**config.mk**
```make
export PLATFORM = sky130hd
export DESIGN_NAME = dci_control_inputs
export DESIGN_NICKNAME = d
export VERILOG_FILES = /design/src/dci_pkg.sv /design/src/dci_control_inputs.sv
export SDC_FILE = /design/constraint.sdc
export NUM_CORES = 1
export LEC_CHECK = 0
export BUFFER_PORTS_ARGS = -buffer_cell sky130_fd_sc_hd__clkbuf_2
export CAP_MARGIN = 40
export CORE_ASPECT_RATIO = 1.2
export CORE_MARGIN = 4
export CORE_UTILIZATION = 56
export DETAILED_ROUTE_END_ITERATION = 7
export HOLD_SLACK_MARGIN = 0.05
export PLACE_DENSITY = 0.87
export SLEW_MARGIN = 10
export SYNTH_ARGS = -nofsm -noshare
export SYNTH_HDL_FRONTEND = slang
export SYNTH_SLANG_ARGS = --single-unit
```
**constraint.sdc**
```tcl
create_clock -name i_ref_clk -period 2.5 [get_ports i_ref_clk]
set_input_delay 0.75 -clock i_ref_clk [delete_from_list [all_inputs] [get_ports i_ref_clk]]
set_output_delay 0.75 -clock i_ref_clk [all_outputs]
set_load 0.01 [all_outputs]
```
**src/dci_pkg.sv**
```systemverilog
// Package of constants and carrier types for the drive control-input logic.
package dci_pkg;

  // ************************************************************
  // Sizes and reset values
  // ************************************************************
  localparam int unsigned DCI_NUM_UNITS  = 4;
  localparam int unsigned DCI_SYNC_DEPTH = 3;
  localparam int unsigned DCI_CYL_W      = 9;
  localparam logic [8:0]  DCI_CYL_RST    = 9'h000;
  localparam logic [8:0]  DCI_CYL_MAX    = 9'h098;
  localparam logic [1:0]  DCI_HEAD_RST   = 2'h0;
  localparam logic [1:0]  DCI_UNIT_RST   = 2'h0;

  // ************************************************************
  // Control inputs, grouped as they arrive at the connector
  // ************************************************************
  typedef struct packed {
    logic rwc_n;
    logic wgate_n;
    logic hsel0_n;
    logic hsel1_n;
    logic step_n;
    logic dir_n;
  } dci_ctrl_t;

  localparam dci_ctrl_t DCI_CTRL_IDLE = 6'h3F;

  // ************************************************************
  // Write channel state delivered to the read/write circuits
  // ************************************************************
  typedef struct packed {
    logic       write_en;
    logic       low_current;
    logic [1:0] head;
  } dci_rw_t;

  localparam dci_rw_t DCI_RW_RST = 4'h0;

endpackage : dci_pkg
```
**src/dci_control_inputs.sv**
```systemverilog
// Control-input logic: unit select gating, write gate, head select and stepping.
//
// Contract
// - Exactly one unit-select line, the drive's own, qualifies shared inputs.
// - Shared inputs are ignored unless own unit-select is active.
// - Reduced current plus write gate writes with the lower current.
// - Low write gate enables recording on the addressed head.
// - High write gate selects read mode, data flows to host.
// - Head address decoded binary 0..3, first line least significant.
// - Both head lines high selects head zero.
// - Direction high or open steps heads outward.
// - Direction low steps heads inward.
// - Head motion starts on the rising trailing edge of step.
// - Each accepted step moves heads exactly one track, unless it would pass track zero or the last cylinder.
// - Unit-select active low connects the interface to shared lines.
module dci_control_inputs
  import dci_pkg::*;
#(
  parameter int unsigned CYL_W   = DCI_CYL_W,
  parameter logic [8:0]  CYL_MAX = DCI_CYL_MAX
) (
  input  wire logic             i_ref_clk,
  input  wire logic             i_rst_n,
  input  wire logic [1:0]       i_unit_num,
  input  wire logic [3:0]       i_unit_sel_n,
  input  wire dci_ctrl_t        i_ctrl,
  output logic                  o_selected,
  output logic                  o_write_en,
  output logic                  o_read_mode,
  output logic                  o_low_current,
  output logic [1:0]            o_head,
  output logic                  o_step_pulse,
  output logic                  o_step_inward,
  output logic [CYL_W-1:0]      o_cylinder,
  output logic                  o_track_zero
);

  // ************************************************************
  // Reset release
  // ************************************************************
  logic [1:0] rst_sync_reg;
  logic       rst_n;

  always_ff @(posedge i_ref_clk or negedge i_rst_n) begin
    if (!i_rst_n) begin
      rst_sync_reg <= 2'h0;
    end else begin
      rst_sync_reg <= {rst_sync_reg[0], 1'h1};
    end
  end

  assign rst_n = rst_sync_reg[1];

  // ************************************************************
  // Input synchronisers
  // ************************************************************
  // Three stages per pin; a change counts only once stages two and three agree,
  // which trades two cycles of latency for immunity to a single glitch.
  localparam int unsigned NIN = 10;
  logic [NIN-1:0] pins;
  logic [NIN-1:0] s1_reg;
  logic [NIN-1:0] s2_reg;
  logic [NIN-1:0] s3_reg;
  logic [NIN-1:0] clean_reg;

  assign pins = {i_unit_sel_n, i_ctrl};

  always_ff @(posedge i_ref_clk or negedge rst_n) begin
    if (!rst_n) begin
      s1_reg    <= {NIN{1'h1}};
      s2_reg    <= {NIN{1'h1}};
      s3_reg    <= {NIN{1'h1}};
      clean_reg <= {NIN{1'h1}};
    end else begin
      s1_reg <= pins;
      s2_reg <= s1_reg;
      s3_reg <= s2_reg;
      for (int i = 0; i < NIN; i++) begin
        if (s2_reg[i] == s3_reg[i]) begin
          clean_reg[i] <= s3_reg[i];
        end
      end
    end
  end

  dci_ctrl_t  ctrl;
  logic [3:0] usel_n;

  assign ctrl   = clean_reg[5:0];
  assign usel_n = clean_reg[9:6];

  // The unit number is a strap; it is caught by a clocked process after reset.
  // It is not filtered, so it must stay fixed while the drive is in use.
  logic [1:0] unit_reg;

  always_ff @(posedge i_ref_clk or negedge rst_n) begin
    if (!rst_n) begin
      unit_reg <= DCI_UNIT_RST;
    end else begin
      unit_reg <= i_unit_num;
    end
  end

  // ************************************************************
  // Unit selection
  // ************************************************************
  logic sel;

  assign sel = ~usel_n[unit_reg];

  always_ff @(posedge i_ref_clk or negedge rst_n) begin
    if (!rst_n) begin
      o_selected <= 1'h0;
    end else begin
      o_selected <= sel;
    end
  end

  // ************************************************************
  // Write gate, current and head select
  // ************************************************************
  dci_rw_t rw_next;
  dci_rw_t rw_reg;

  always_comb begin
    rw_next = DCI_RW_RST;
    if (sel) begin
      rw_next.write_en    = ~ctrl.wgate_n;
      rw_next.low_current = ~ctrl.wgate_n & ~ctrl.rwc_n;
      rw_next.head        = {~ctrl.hsel1_n, ~ctrl.hsel0_n};
    end
  end

  always_ff @(posedge i_ref_clk or negedge rst_n) begin
    if (!rst_n) begin
      rw_reg <= DCI_RW_RST;
    end else begin
      rw_reg <= rw_next;
    end
  end

  assign o_write_en    = rw_reg.write_en;
  assign o_low_current = rw_reg.low_current;
  assign o_head        = rw_reg.head;

  always_ff @(posedge i_ref_clk or negedge rst_n) begin
    if (!rst_n) begin
      o_read_mode <= 1'h1;
    end else begin
      o_read_mode <= ~rw_next.write_en;
    end
  end

  // ************************************************************
  // Stepping
  // ************************************************************
  // Direction is taken when the pulse returns high; the host keeps it steady then,
  // so sampling at the trailing edge is safe.
  logic step_act_reg;
  logic step_rise;
  logic inward;

  assign inward = ~ctrl.dir_n;

  always_ff @(posedge i_ref_clk or negedge rst_n) begin
    if (!rst_n) begin
      step_act_reg <= 1'h0;
    end else begin
      step_act_reg <= sel & ~ctrl.step_n;
    end
  end

  assign step_rise = step_act_reg & ctrl.step_n & sel;

  always_ff @(posedge i_ref_clk or negedge rst_n) begin
    if (!rst_n) begin
      o_step_pulse  <= 1'h0;
      o_step_inward <= 1'h0;
    end else begin
      o_step_pulse <= step_rise;
      if (step_rise) begin
        o_step_inward <= inward;
      end
    end
  end

  // ************************************************************
  // Track position
  // ************************************************************
  // The counter saturates at both ends; a mechanical stop would hold the
  // carriage there anyway, so counting past it would only lose the position.
  logic [CYL_W-1:0] cyl_reg;
  logic [CYL_W-1:0] cyl_next;

  always_comb begin
    cyl_next = cyl_reg;
    if (step_rise) begin
      if (inward && cyl_reg != CYL_W'(CYL_MAX)) begin
        cyl_next = cyl_reg + CYL_W'(1);
      end else if (!inward && cyl_reg != '0) begin
        cyl_next = cyl_reg - CYL_W'(1);
      end
    end
  end

  always_ff @(posedge i_ref_clk or negedge rst_n) begin
    if (!rst_n) begin
      cyl_reg      <= CYL_W'(DCI_CYL_RST);
      o_track_zero <= 1'h1;
    end else begin
      cyl_reg      <= cyl_next;
      o_track_zero <= (cyl_next == '0);
    end
  end

  assign o_cylinder = cyl_reg;

  // ************************************************************
  // Assertions
  // ************************************************************
  a_unsel_no_write: assert property (@(posedge i_ref_clk) disable iff (!rst_n)
    !$past(sel) |-> !o_write_en) else $error("Write enabled while not selected.");

  a_low_cur_gate: assert property (@(posedge i_ref_clk) disable iff (!rst_n)
    o_low_current |-> o_write_en) else $error("Low current without write gate.");

  a_read_write_excl: assert property (@(posedge i_ref_clk) disable iff (!rst_n)
    o_read_mode == !o_write_en) else $error("Read mode and write enable disagree.");

  a_head_decode: assert property (@(posedge i_ref_clk) disable iff (!rst_n)
    $past(sel) |-> o_head == {~$past(ctrl.hsel1_n), ~$past(ctrl.hsel0_n)}) else $error("Head decode wrong.");

  a_step_trailing: assert property (@(posedge i_ref_clk) disable iff (!rst_n)
    sel && ctrl.step_n && $past(sel && !ctrl.step_n) |=> o_step_pulse) else $error("Missed trailing edge.");

  a_step_no_lead: assert property (@(posedge i_ref_clk) disable iff (!rst_n)
    $fell(ctrl.step_n) |=> !o_step_pulse) else $error("Step taken on leading edge.");

  a_step_inward: assert property (@(posedge i_ref_clk) disable iff (!rst_n)
    step_rise && inward && cyl_reg != CYL_W'(CYL_MAX) |=> cyl_reg == $past(cyl_reg) + CYL_W'(1))
    else $error("Inward step did not add one track.");

  a_step_outward: assert property (@(posedge i_ref_clk) disable iff (!rst_n)
    step_rise && !inward && cyl_reg != '0 |=> cyl_reg == $past(cyl_reg) - CYL_W'(1))
    else $error("Outward step did not remove one track.");

  a_floor_zero: assert property (@(posedge i_ref_clk) disable iff (!rst_n)
    cyl_reg == '0 && !(step_rise && inward) |=> cyl_reg == '0) else $error("Counter left zero outward.");

  a_no_step_idle: assert property (@(posedge i_ref_clk) disable iff (!rst_n)
    !step_rise |=> cyl_reg == $past(cyl_reg)) else $error("Track moved without a step.");

  a_write_gate_low: assert property (@(posedge i_ref_clk) disable iff (!rst_n)
    $past(sel && !ctrl.wgate_n) |-> o_write_en && !o_read_mode)
    else $error("Active write gate did not enable recording.");

  a_read_gate_high: assert property (@(posedge i_ref_clk) disable iff (!rst_n)
    $past(ctrl.wgate_n) |-> o_read_mode && !o_write_en)
    else $error("Inactive write gate did not give read mode.");

  a_low_cur_set: assert property (@(posedge i_ref_clk) disable iff (!rst_n)
    $past(sel && !ctrl.wgate_n && !ctrl.rwc_n) |-> o_low_current)
    else $error("Lower write current not applied.");

  a_head_idle_zero: assert property (@(posedge i_ref_clk) disable iff (!rst_n)
    $past(ctrl.hsel0_n && ctrl.hsel1_n) |-> o_head == 2'h0)
    else $error("Idle head lines did not pick head zero.");

  a_unsel_no_step: assert property (@(posedge i_ref_clk) disable iff (!rst_n)
    !$past(sel) |-> !o_step_pulse)
    else $error("Step taken while not selected.");

  a_unsel_head_zero: assert property (@(posedge i_ref_clk) disable iff (!rst_n)
    !$past(sel) |-> o_head == 2'h0 && !o_low_current)
    else $error("Shared lines used while not selected.");

  a_dir_captured: assert property (@(posedge i_ref_clk) disable iff (!rst_n)
    o_step_pulse |-> o_step_inward == $past(!ctrl.dir_n))
    else $error("Step direction not taken from the direction line.");

  a_own_select: assert property (@(posedge i_ref_clk) disable iff (!rst_n)
    o_selected == !$past(usel_n[unit_reg]))
    else $error("Selected flag does not follow own select line.");

  a_track_zero_flag: assert property (@(posedge i_ref_clk) disable iff (!rst_n)
    o_track_zero == (o_cylinder == '0))
    else $error("Track zero flag disagrees with the counter.");

  a_cyl_ceiling: assert property (@(posedge i_ref_clk) disable iff (!rst_n)
    o_cylinder <= CYL_W'(CYL_MAX))
    else $error("Track counter beyond the last cylinder.");

endmodule // dci_control_inputs

```
==> reports/results.tsv, run 1 <==
metric	value	unit
status	completed	
dr_total_vias	1499	
placed_cell_area	2650	µm²
clock-sinks	63	
cts-resized-gates	0	
gp_congestion	0.908	
critical_path_class	flip-flop to flip-flop	
p_per_area	995	nW/µm²
via_per_inst	5.49	
pwr-share-clk	30.4	%
combPwrFrac	23.5	%
fin_nets	229	
grt_max_degree	62	
die_w	68.5	µm
synth_area_leaders	dfstp_2 45%, dfrtp_1 21%, maj3_1 4.1%, xnor2_1 2.5%, buf_6 2.3%	
path_max_fanout	7	
critPathLaunchType	flip-flop	
grt_pass1_vias	1596	
end_kind	flip-flop	
r2r_start	o_cylinder[0]	
grt_pass1_wl	7490	µm
ir_worst_vdd	0.000600	V
track_usage	19.2	%
grt_overflow	0	
setup_viol	0	
syn_nets	188	
synth_seq_cells	63	
fin_area	2840	µm²
finClkSkew	0.00567	ns
syn_inst	171	
diodes	0	
synth_common_cells	42 x dfstp_2, 21 x dfrtp_1, 11 x nand2_1, 10 x maj3_1, 8 x nor2_1	
core_region_area	4260	µm²
ys_warn_count	0	
firstDrtPassIters	4	
pin_count	32	
rsz0062_at_grt	no	
async_reset_ff_share	100	%
drive_above_1_share	50.2	%
row_count	26	
avgSynthCellArea	14.4	µm²
drv_slew	0	
min_path_type	primary input to asynchronous set/reset pin	
area.growth.synth_to_final	15.6	%
die-area	5520	µm²
synth_cell_types	50	
yosysTopAreaCell	dfstp_2	
cts-root-buf	clkbuf_8	
stdcell_count	273	
fmax	426	MHz
yosysMostFrequentCell	dfstp_2	
clock_path_buffers	2	
p_int	1.92	mW
p_switching	0.904	mW
first_iter_violations	144	
hold_slack	0.189	ns
die_height	80.6	µm
r2r_cells	8	
htreeDepth	3	
synth_seq_area_share	66.3	%
clock_latency	0.33	ns
cp.required	2.75	ns
post-route-period-util	93.9	%
path_clk_slew	0.07	ns
synth_flop_cell	dfstp_2	
avgRoutedWirePerCell	16.1	µm
final.setup.tns	0	ns
cts_buffers	9	
drtAntennaViolNets	0	
synth.cell_area	2460	µm²
switching_share	31.9	%
routed_wl	4400	µm
cts_tree	yes	
maxSlewHeadroom	53.0	%
seqPwrFrac	46.1	%
initial_core_util	57.7	%
worst_pin_slew	0.705	ns
leakagePower	1.20	nW
maxCapViolCount	0	
fin_crit	2.35	ns
ff2ff_setup_slack	0.15	ns
drc	0	
antenna_found_initial	0	
cts_hold_repair.buffers	0	
hold_violations	0	
dpl.hpwl	3070	µm
synth.top_cell.area_share	44.9	%
post-cts-setup-buffer-count	0	
crit_arrival	2.60	ns
synth_edf_count	0	
port_buffers	31	
rr_endpoint	o_track_zero	
placed_cells	257	
## cells by family after synthesis
kind of cell / share of synthesized area [%]
other: 0.153
AO/OA/AOI/OAI: 6.67
AND/OR/NAND/NOR: 12.2
adder cells (fa/ha/maj): 5.60
XOR/XNOR: 3.21
buffers and inverters: 4.99
multiplexers: 0.916
flip-flops: 66.3
## power by group through the flow
stage          Sequential, mW  Combinational [mW]  Clock [mW]
2_1_floorplan            1.32               0.468           0
3_3_place_gp             1.31               0.643           0
3_5_place_dp             1.32               0.665           0
4_1_cts                  1.30               0.668       0.891
5_1_grt                  1.32               0.736       0.942
6_report                 1.30               0.665       0.859
## how the worst max path moves through the flow
stage / startpoint / slack (ns) / end / depth (start not counted)
final: o_cylinder[0] / 0.15 / o_track_zero / 8
after global routing: o_cylinder[0] / 0.04 / o_track_zero / 8
after CTS: o_cylinder[0] / 0.15 / o_track_zero / 8
after detailed placement: o_cylinder[0] / 0.17 / o_track_zero / 8
after global placement: o_cylinder[0] / 0.26 / o_track_zero / 8
after floorplan: o_cylinder[0] / 0.25 / o_track_zero / 9
## stage by stage
| step | power [mW] | util (%) | setup slack, ns |
|---|---|---|---|
| floorplan | 1.79 | - | 0.247 |
| global placement | 1.95 | 62.1 | 0.262 |
| detailed placement | 1.98 | 62.1 | 0.167 |
| CTS | 2.86 | 66.7 | 0.150 |
| global route | 3.00 | 66.7 | 0.0382 |
| finish | 2.83 | 66.7 | 0.152 |
## final cells by class
type | count | area (µm²)
fillers | 322 | 1420
multi-input cells | 93 | 706
repair buffers | 38 | 208
clock inverters | 7 | 72.6
flip-flops and latches | 63 | 1630
inverters | 7 | 31.3
well taps | 56 | 70.1
clock buffers | 9 | 124
## critical path, cell delays in order (launching register included)
cell and delay (ns):
dfrtp_1 0.44, inv_1 0.15, ha_1 0.15, or4b_4 0.51
a211oi_4 0.32, a211oi_1 0.10, xor2_1 0.18, nor3_2 0.21
nor4b_2 0.22
## routing by layer
metal	part of all wire [%]	routed length (µm)	up-vias	global-route usage, %
met5	0	0	-	0
met4	2.4	104	0	9.54
met3	7.1	314	14	7.41
met2	53	2350	63	31.4
met1	37	1630	748	21.3
li1	-	-	674	-
## cells in the final DEF (no fill, tap or decap), types with 6 or more instances in the layout
cell	instances
buf_4	7
nand2_1	11
inv_1	6
xnor2_1	7
clkbuf_2	31
clkbuf_8	9
maj3_1	10
dfrtp_1	20
nor2_1	8
dfstp_2	42
(Power assumes the default switching activity.)
==> run 2, diff against run 1 <==
==> constraint.sdc (replaced) <==
create_clock -name i_ref_clk -period 2.5 [get_ports i_ref_clk]
set_input_delay 0.75 -clock i_ref_clk [delete_from_list [all_inputs] [get_ports i_ref_clk]]
set_output_delay 0.75 -clock i_ref_clk [all_outputs]
set_load 0.1 [all_outputs]
==> run 2 against run 1 <==
Effect of this change:
- final cell count shrank 0.73%
- non-clock buffer count fell by 2
- via count fell by 3.5%
- first-iteration DRC count decreased by 47%
- worst hold slack improved by 0.0028 ns
- combinational power is 67% higher
- sequential share of layout area grew 0.23 points
==> reports/results.tsv, run 2 (synthesized netlist as in run 1, its figures left out) <==
metric	value	unit	change
status	completed		unchanged
placed_cells	255		was 257
critPathLaunchType	flip-flop		unchanged
ir_worst_vdd	0.000586	V	was 0.000600 V
hold_violations	0		unchanged
fin_nets	227		was 229
grt_pass1_wl	6890	µm	was 7490 µm
end_kind	flip-flop		unchanged
port_buffers	31		unchanged
firstDrtPassIters	4		unchanged
leakagePower	1.19	nW	was 1.20 nW
worst_pin_slew	0.676	ns	was 0.705 ns
drc	0		unchanged
avgRoutedWirePerCell	14.7	µm	was 16.1 µm
maxSlewHeadroom	54.9	%	was 53.0%
drtAntennaViolNets	0		unchanged
via_per_inst	5.34		was 5.49
fin_crit	2.35	ns	about the same
cts_hold_repair.buffers	0		unchanged
cts-root-buf	clkbuf_8		unchanged
drive_above_1_share	54.0	%	was 50.2%
min_path_type	primary input to asynchronous set/reset pin		unchanged
dr_total_vias	1446		was 1,499
drv_slew	0		unchanged
row_count	26		unchanged
routed_wl	3970	µm	was 4400 µm
antenna_found_initial	0		unchanged
stdcell_count	271		was 273
final_common_cell	dfstp_2		unchanged
fin_area	2850	µm²	was 2840 µm²
setup_viol	0		unchanged
crit_arrival	2.59	ns	was 2.60 ns
fmax	426	MHz	about the same
p_per_area	1180	nW/µm²	was 995 nW/µm²
initial_core_util	57.7	%	unchanged
core_region_area	4260	µm²	unchanged
cts_buffers	9		unchanged
cts_tree	yes		unchanged
area.growth.synth_to_final	15.9	%	was 15.6%
placed_cell_area	2640	µm²	was 2650 µm²
clock_path_buffers	2		unchanged
cp.required	2.74	ns	was 2.75 ns
post-route-period-util	93.8	%	was 93.9%
gp_congestion	0.906		was 0.908
path_max_fanout	8		was 7
rsz0062_at_grt	no		unchanged
post-cts-setup-buffer-count	0		unchanged
die_w	68.5	µm	unchanged
dpl.hpwl	2800	µm	was 3070 µm
ff_latch_area	1640	µm²	was 1630 µm²
multi_input_area	706	µm²	unchanged
grt_pass1_vias	1512		was 1,596
pin_count	32		unchanged
path_clk_slew	0.06	ns	was 0.07 ns
die_height	80.6	µm	unchanged
clock_latency	0.33	ns	about the same
grt_max_degree	34		was 62
track_usage	17.3	%	was 19.2%
clock-sinks	63		unchanged
final_util	66.8	%	was 66.7%
cts-resized-gates	0		unchanged
finClkSkew	0.00544	ns	was 0.00567 ns
die-area	5520	µm²	unchanged
grt_overflow	0		unchanged
final_cell_mix	42 x dfstp_2, 31 x clkbuf_2, 12 x dfrtp_1		was 42 x dfstp_2, 31 x clkbuf_2, 20 x dfrtp_1
maxCapViolCount	0		unchanged
fillers	311		was 322
diodes	0		unchanged
final.setup.tns	0	ns	unchanged
critical_path_class	flip-flop to flip-flop		unchanged
first_iter_violations	77		was 144
htreeDepth	3		unchanged
[run 2: cell count changes in the layout (fill, tap and decap cells not counted)]
cell and change:
dfrtp_1 -8, buf_4 -2, dfrtp_2 +8, clkbuf_8 +2, clkinvlp_4 -1, inv_2 +1
inv_6 -1, inv_1 -1
[run 2: cell type report]
type                            count  share of cell area, %
Sequential cell                    63                   57.6
Inverter                            7                   1.10
Tap cell                           56                   2.46
Clock buffer                       11                   5.32
Multi-Input combinational cell     93                   24.8
Timing Repair Buffer               36                   6.77
Clock inverter                      5                   1.98
[run 2: worst paths after layout]
kind	startpoint	end	slack, ns	cells after the start
setup / recovery	o_cylinder[1]	o_track_zero	0.15	8
hold / removal	i_rst_n	rst_sync_reg[0]	0.19	1
setup reg to reg	o_cylinder[1]	o_track_zero	0.15	8
hold reg to reg	rst_sync_reg[1]	step_act_reg	0.31	0
max in group asynchronous	rst_sync_reg[1]	clean_reg[5]	1.41	1
min in group i_ref_clk	s1_reg[1]	s2_reg[1]	0.35	0
[run 2: critical path: stages, from the launching register on]
cell      delay, ns
dfrtp_2        0.45
inv_1          0.11
ha_1           0.14
or4b_4         0.51
a211oi_4       0.32
a211oi_1       0.09
xor2_1         0.18
nor3_2         0.22
nor4b_2        0.22
[run 2: per-layer routing]
layer,GRT usage [%],vias up,part of all wire [%]
li1,-,673,-
met1,22.0,690,41
met2,25.4,67,49
met3,6.71,16,6.7
met4,8.75,0,2.7
met5,0,-,0
[run 2: per-stage QoR]
| step | setup WS (ns) | hold slack [ns] | power (mW) |
|---|---|---|---|
| 5_1_grt | 0.000940 | 0.167 | 3.53 |
| 2_1_floorplan | 0.00128 | 0.331 | 2.33 |
| 4_1_cts | 0.155 | 0.178 | 3.39 |
| 3_3_place_gp | 0.248 | 0.312 | 2.46 |
| 3_5_place_dp | 0.168 | 0.327 | 2.49 |
| 6_report | 0.154 | 0.191 | 3.35 |
[run 2: where the power goes]
group,internal (mW),switching (mW)
Clock,0.512,0.366
Sequential,1.19,0.173
Combinational,0.261,0.852
Total,1.96,1.39
==> run 3, diff against run 2 <==
--- a/config.mk
+++ b/config.mk
@@ -9,10 +9,10 @@
 export CAP_MARGIN = 40
 export CORE_ASPECT_RATIO = 1.2
 export CORE_MARGIN = 4
-export CORE_UTILIZATION = 56
+export CORE_UTILIZATION = 40
 export DETAILED_ROUTE_END_ITERATION = 7
 export HOLD_SLACK_MARGIN = 0.05
-export PLACE_DENSITY = 0.87
+export PLACE_DENSITY = 0.68
 export SLEW_MARGIN = 10
 export SYNTH_ARGS = -nofsm -noshare
 export SYNTH_HDL_FRONTEND = slang
==> run 3 against run 2 <==
Effect of this change:
- via count fell by 2.8%
- non-clock buffer count unchanged
- wire length increased by 3.8%
- clock skew is 0.00057 ns higher
- sequential cell count unchanged
- worst hold slack got worse by 0.0018 ns
- global-route usage down 4.4 points
- combinational power barely moved
- clock power decreased by 1%
- final cell count up 9.6%
- first-iteration DRC count grew 5.2%
==> reports/results.tsv, run 3 (synthesized netlist as in run 1, its figures left out) <==
metric	value	unit	change
min_path_type	primary input to asynchronous set/reset pin		unchanged
gp_congestion	0.881		was 0.906
core_region_area	6010	µm²	was 4260 µm²
final_cell_mix	42 x dfstp_2, 31 x clkbuf_2, 12 x dfrtp_1		unchanged
post-route-period-util	91.9	%	was 93.8%
hold_slack	0.190	ns	was 0.191 ns
placed_cells	281		was 255
row_count	31		was 26
status	completed		unchanged
area.growth.synth_to_final	17.2	%	was 15.9%
drive_above_1_share	53.5	%	was 54.0%
avgRoutedWirePerCell	13.9	µm	was 14.7 µm
final_util	47.9	%	was 66.8%
stdcell_count	297		was 271
maxSlewHeadroom	63.0	%	was 54.9%
path_max_fanout	8		unchanged
cts_tree	yes		unchanged
leakagePower	1.19	nW	about the same
rsz0062_at_grt	no		unchanged
fin_crit	2.30	ns	was 2.35 ns
final.setup.tns	0	ns	unchanged
cts-resized-gates	0		unchanged
grt_overflow	0		unchanged
die_w	79.6	µm	was 68.5 µm
cp.required	2.75	ns	was 2.74 ns
crit_arrival	2.55	ns	was 2.59 ns
firstDrtPassIters	4		unchanged
critPathLaunchType	flip-flop		unchanged
drc	0		unchanged
grt_pass1_vias	1452		was 1,512
final_common_cell	dfstp_2		unchanged
path_clk_slew	0.07	ns	was 0.06 ns
fin_area	2880	µm²	was 2850 µm²
first_iter_violations	81		was 77
port_buffers	31		unchanged
setup_viol	0		unchanged
worst_pin_slew	0.557	ns	was 0.676 ns
grt_pass1_wl	7050	µm	was 6890 µm
fmax	435	MHz	was 426 MHz
critical_path_class	flip-flop to flip-flop		unchanged
track_usage	12.9	%	was 17.3%
via_per_inst	4.73		was 5.34
clock-sinks	63		unchanged
grt_max_degree	29		was 34
die_height	93.9	µm	was 80.6 µm
drv_slew	0		unchanged
pin_count	32		unchanged
finClkSkew	0.00601	ns	was 0.00544 ns
hold_violations	0		unchanged
p_per_area	1170	nW/µm²	was 1180 nW/µm²
drtAntennaViolNets	0		unchanged
clock_path_buffers	2		unchanged
cts_buffers	9		unchanged
cts_hold_repair.buffers	0		unchanged
end_kind	flip-flop		unchanged
initial_core_util	40.9	%	was 57.7%
dpl.hpwl	2930	µm	was 2800 µm
maxCapViolCount	0		unchanged
fin_nets	227		unchanged
dr_total_vias	1405		was 1,446
ir_worst_vdd	0.000634	V	was 0.000586 V
antenna_found_initial	0		unchanged
die-area	7470	µm²	was 5520 µm²
post-cts-setup-buffer-count	0		unchanged
placed_cell_area	2670	µm²	was 2640 µm²
cts-root-buf	clkbuf_8		unchanged
diodes	0		unchanged
clock_latency	0.33	ns	about the same
routed_wl	4120	µm	was 3970 µm
htreeDepth	3		unchanged
## run 3: final timing paths
| path | startpoint | endpoint | slack, ns | cells past startpoint |
|---|---|---|---|---|
| worst max register to register | o_cylinder[1] | o_track_zero | 0.20 | 7 |
| max in group asynchronous | rst_sync_reg[1] | s2_reg[6] | 1.58 | 1 |
| worst min register to register | rst_sync_reg[1] | o_step_inward | 0.20 | 0 |
| worst min-delay path | i_rst_n | rst_sync_reg[1] | 0.19 | 1 |
| min in group i_ref_clk | s1_reg[0] | s2_reg[0] | 0.35 | 0 |
| worst max-delay path | o_cylinder[1] | o_track_zero | 0.20 | 7 |
## run 3: cell type report
type | count | area (µm²)
clock buffers | 13 | 159
clock inverters | 3 | 42.5
fillers | 538 | 3130
inverters | 7 | 31.3
multi-input cells | 93 | 712
flip-flops and latches | 63 | 1640
well taps | 82 | 103
repair buffers | 36 | 193
## run 3: worst max-delay path, cell delays in order, from the launching register on
cell,delay (ns)
dfrtp_2,0.45
inv_1,0.11
ha_1,0.14
or4b_4,0.51
a211oi_4,0.33
nor2_2,0.14
o32a_1,0.33
nor4b_2,0.21
## run 3: power by group
group          internal, mW  leakage [nW]  switching [mW]  total (mW)
Sequential             1.19         0.689           0.168        1.35
Clock                 0.514        0.0996           0.355       0.869
Combinational         0.270         0.400           0.865        1.13
## run 3: per-layer routing
layer | vias to the layer above | part of all wire (%) | track usage (%)
li1 | 672 | - | -
met1 | 689 | 43 | 15.7
met2 | 34 | 49 | 19.2
met3 | 10 | 5.2 | 4.70
met4 | 0 | 2.3 | 8.31
met5 | - | 0 | 0
## run 3: through the flow
| step | total power [mW] | setup WS (ns) |
|---|---|---|
| 2_1_floorplan | 2.33 | 0.00128 |
| 3_3_place_gp | 2.50 | 0.209 |
| 3_5_place_dp | 2.50 | 0.203 |
| 4_1_cts | 3.39 | 0.183 |
| 5_1_grt | 3.55 | 0.0326 |
| 6_report | 3.36 | 0.203 |
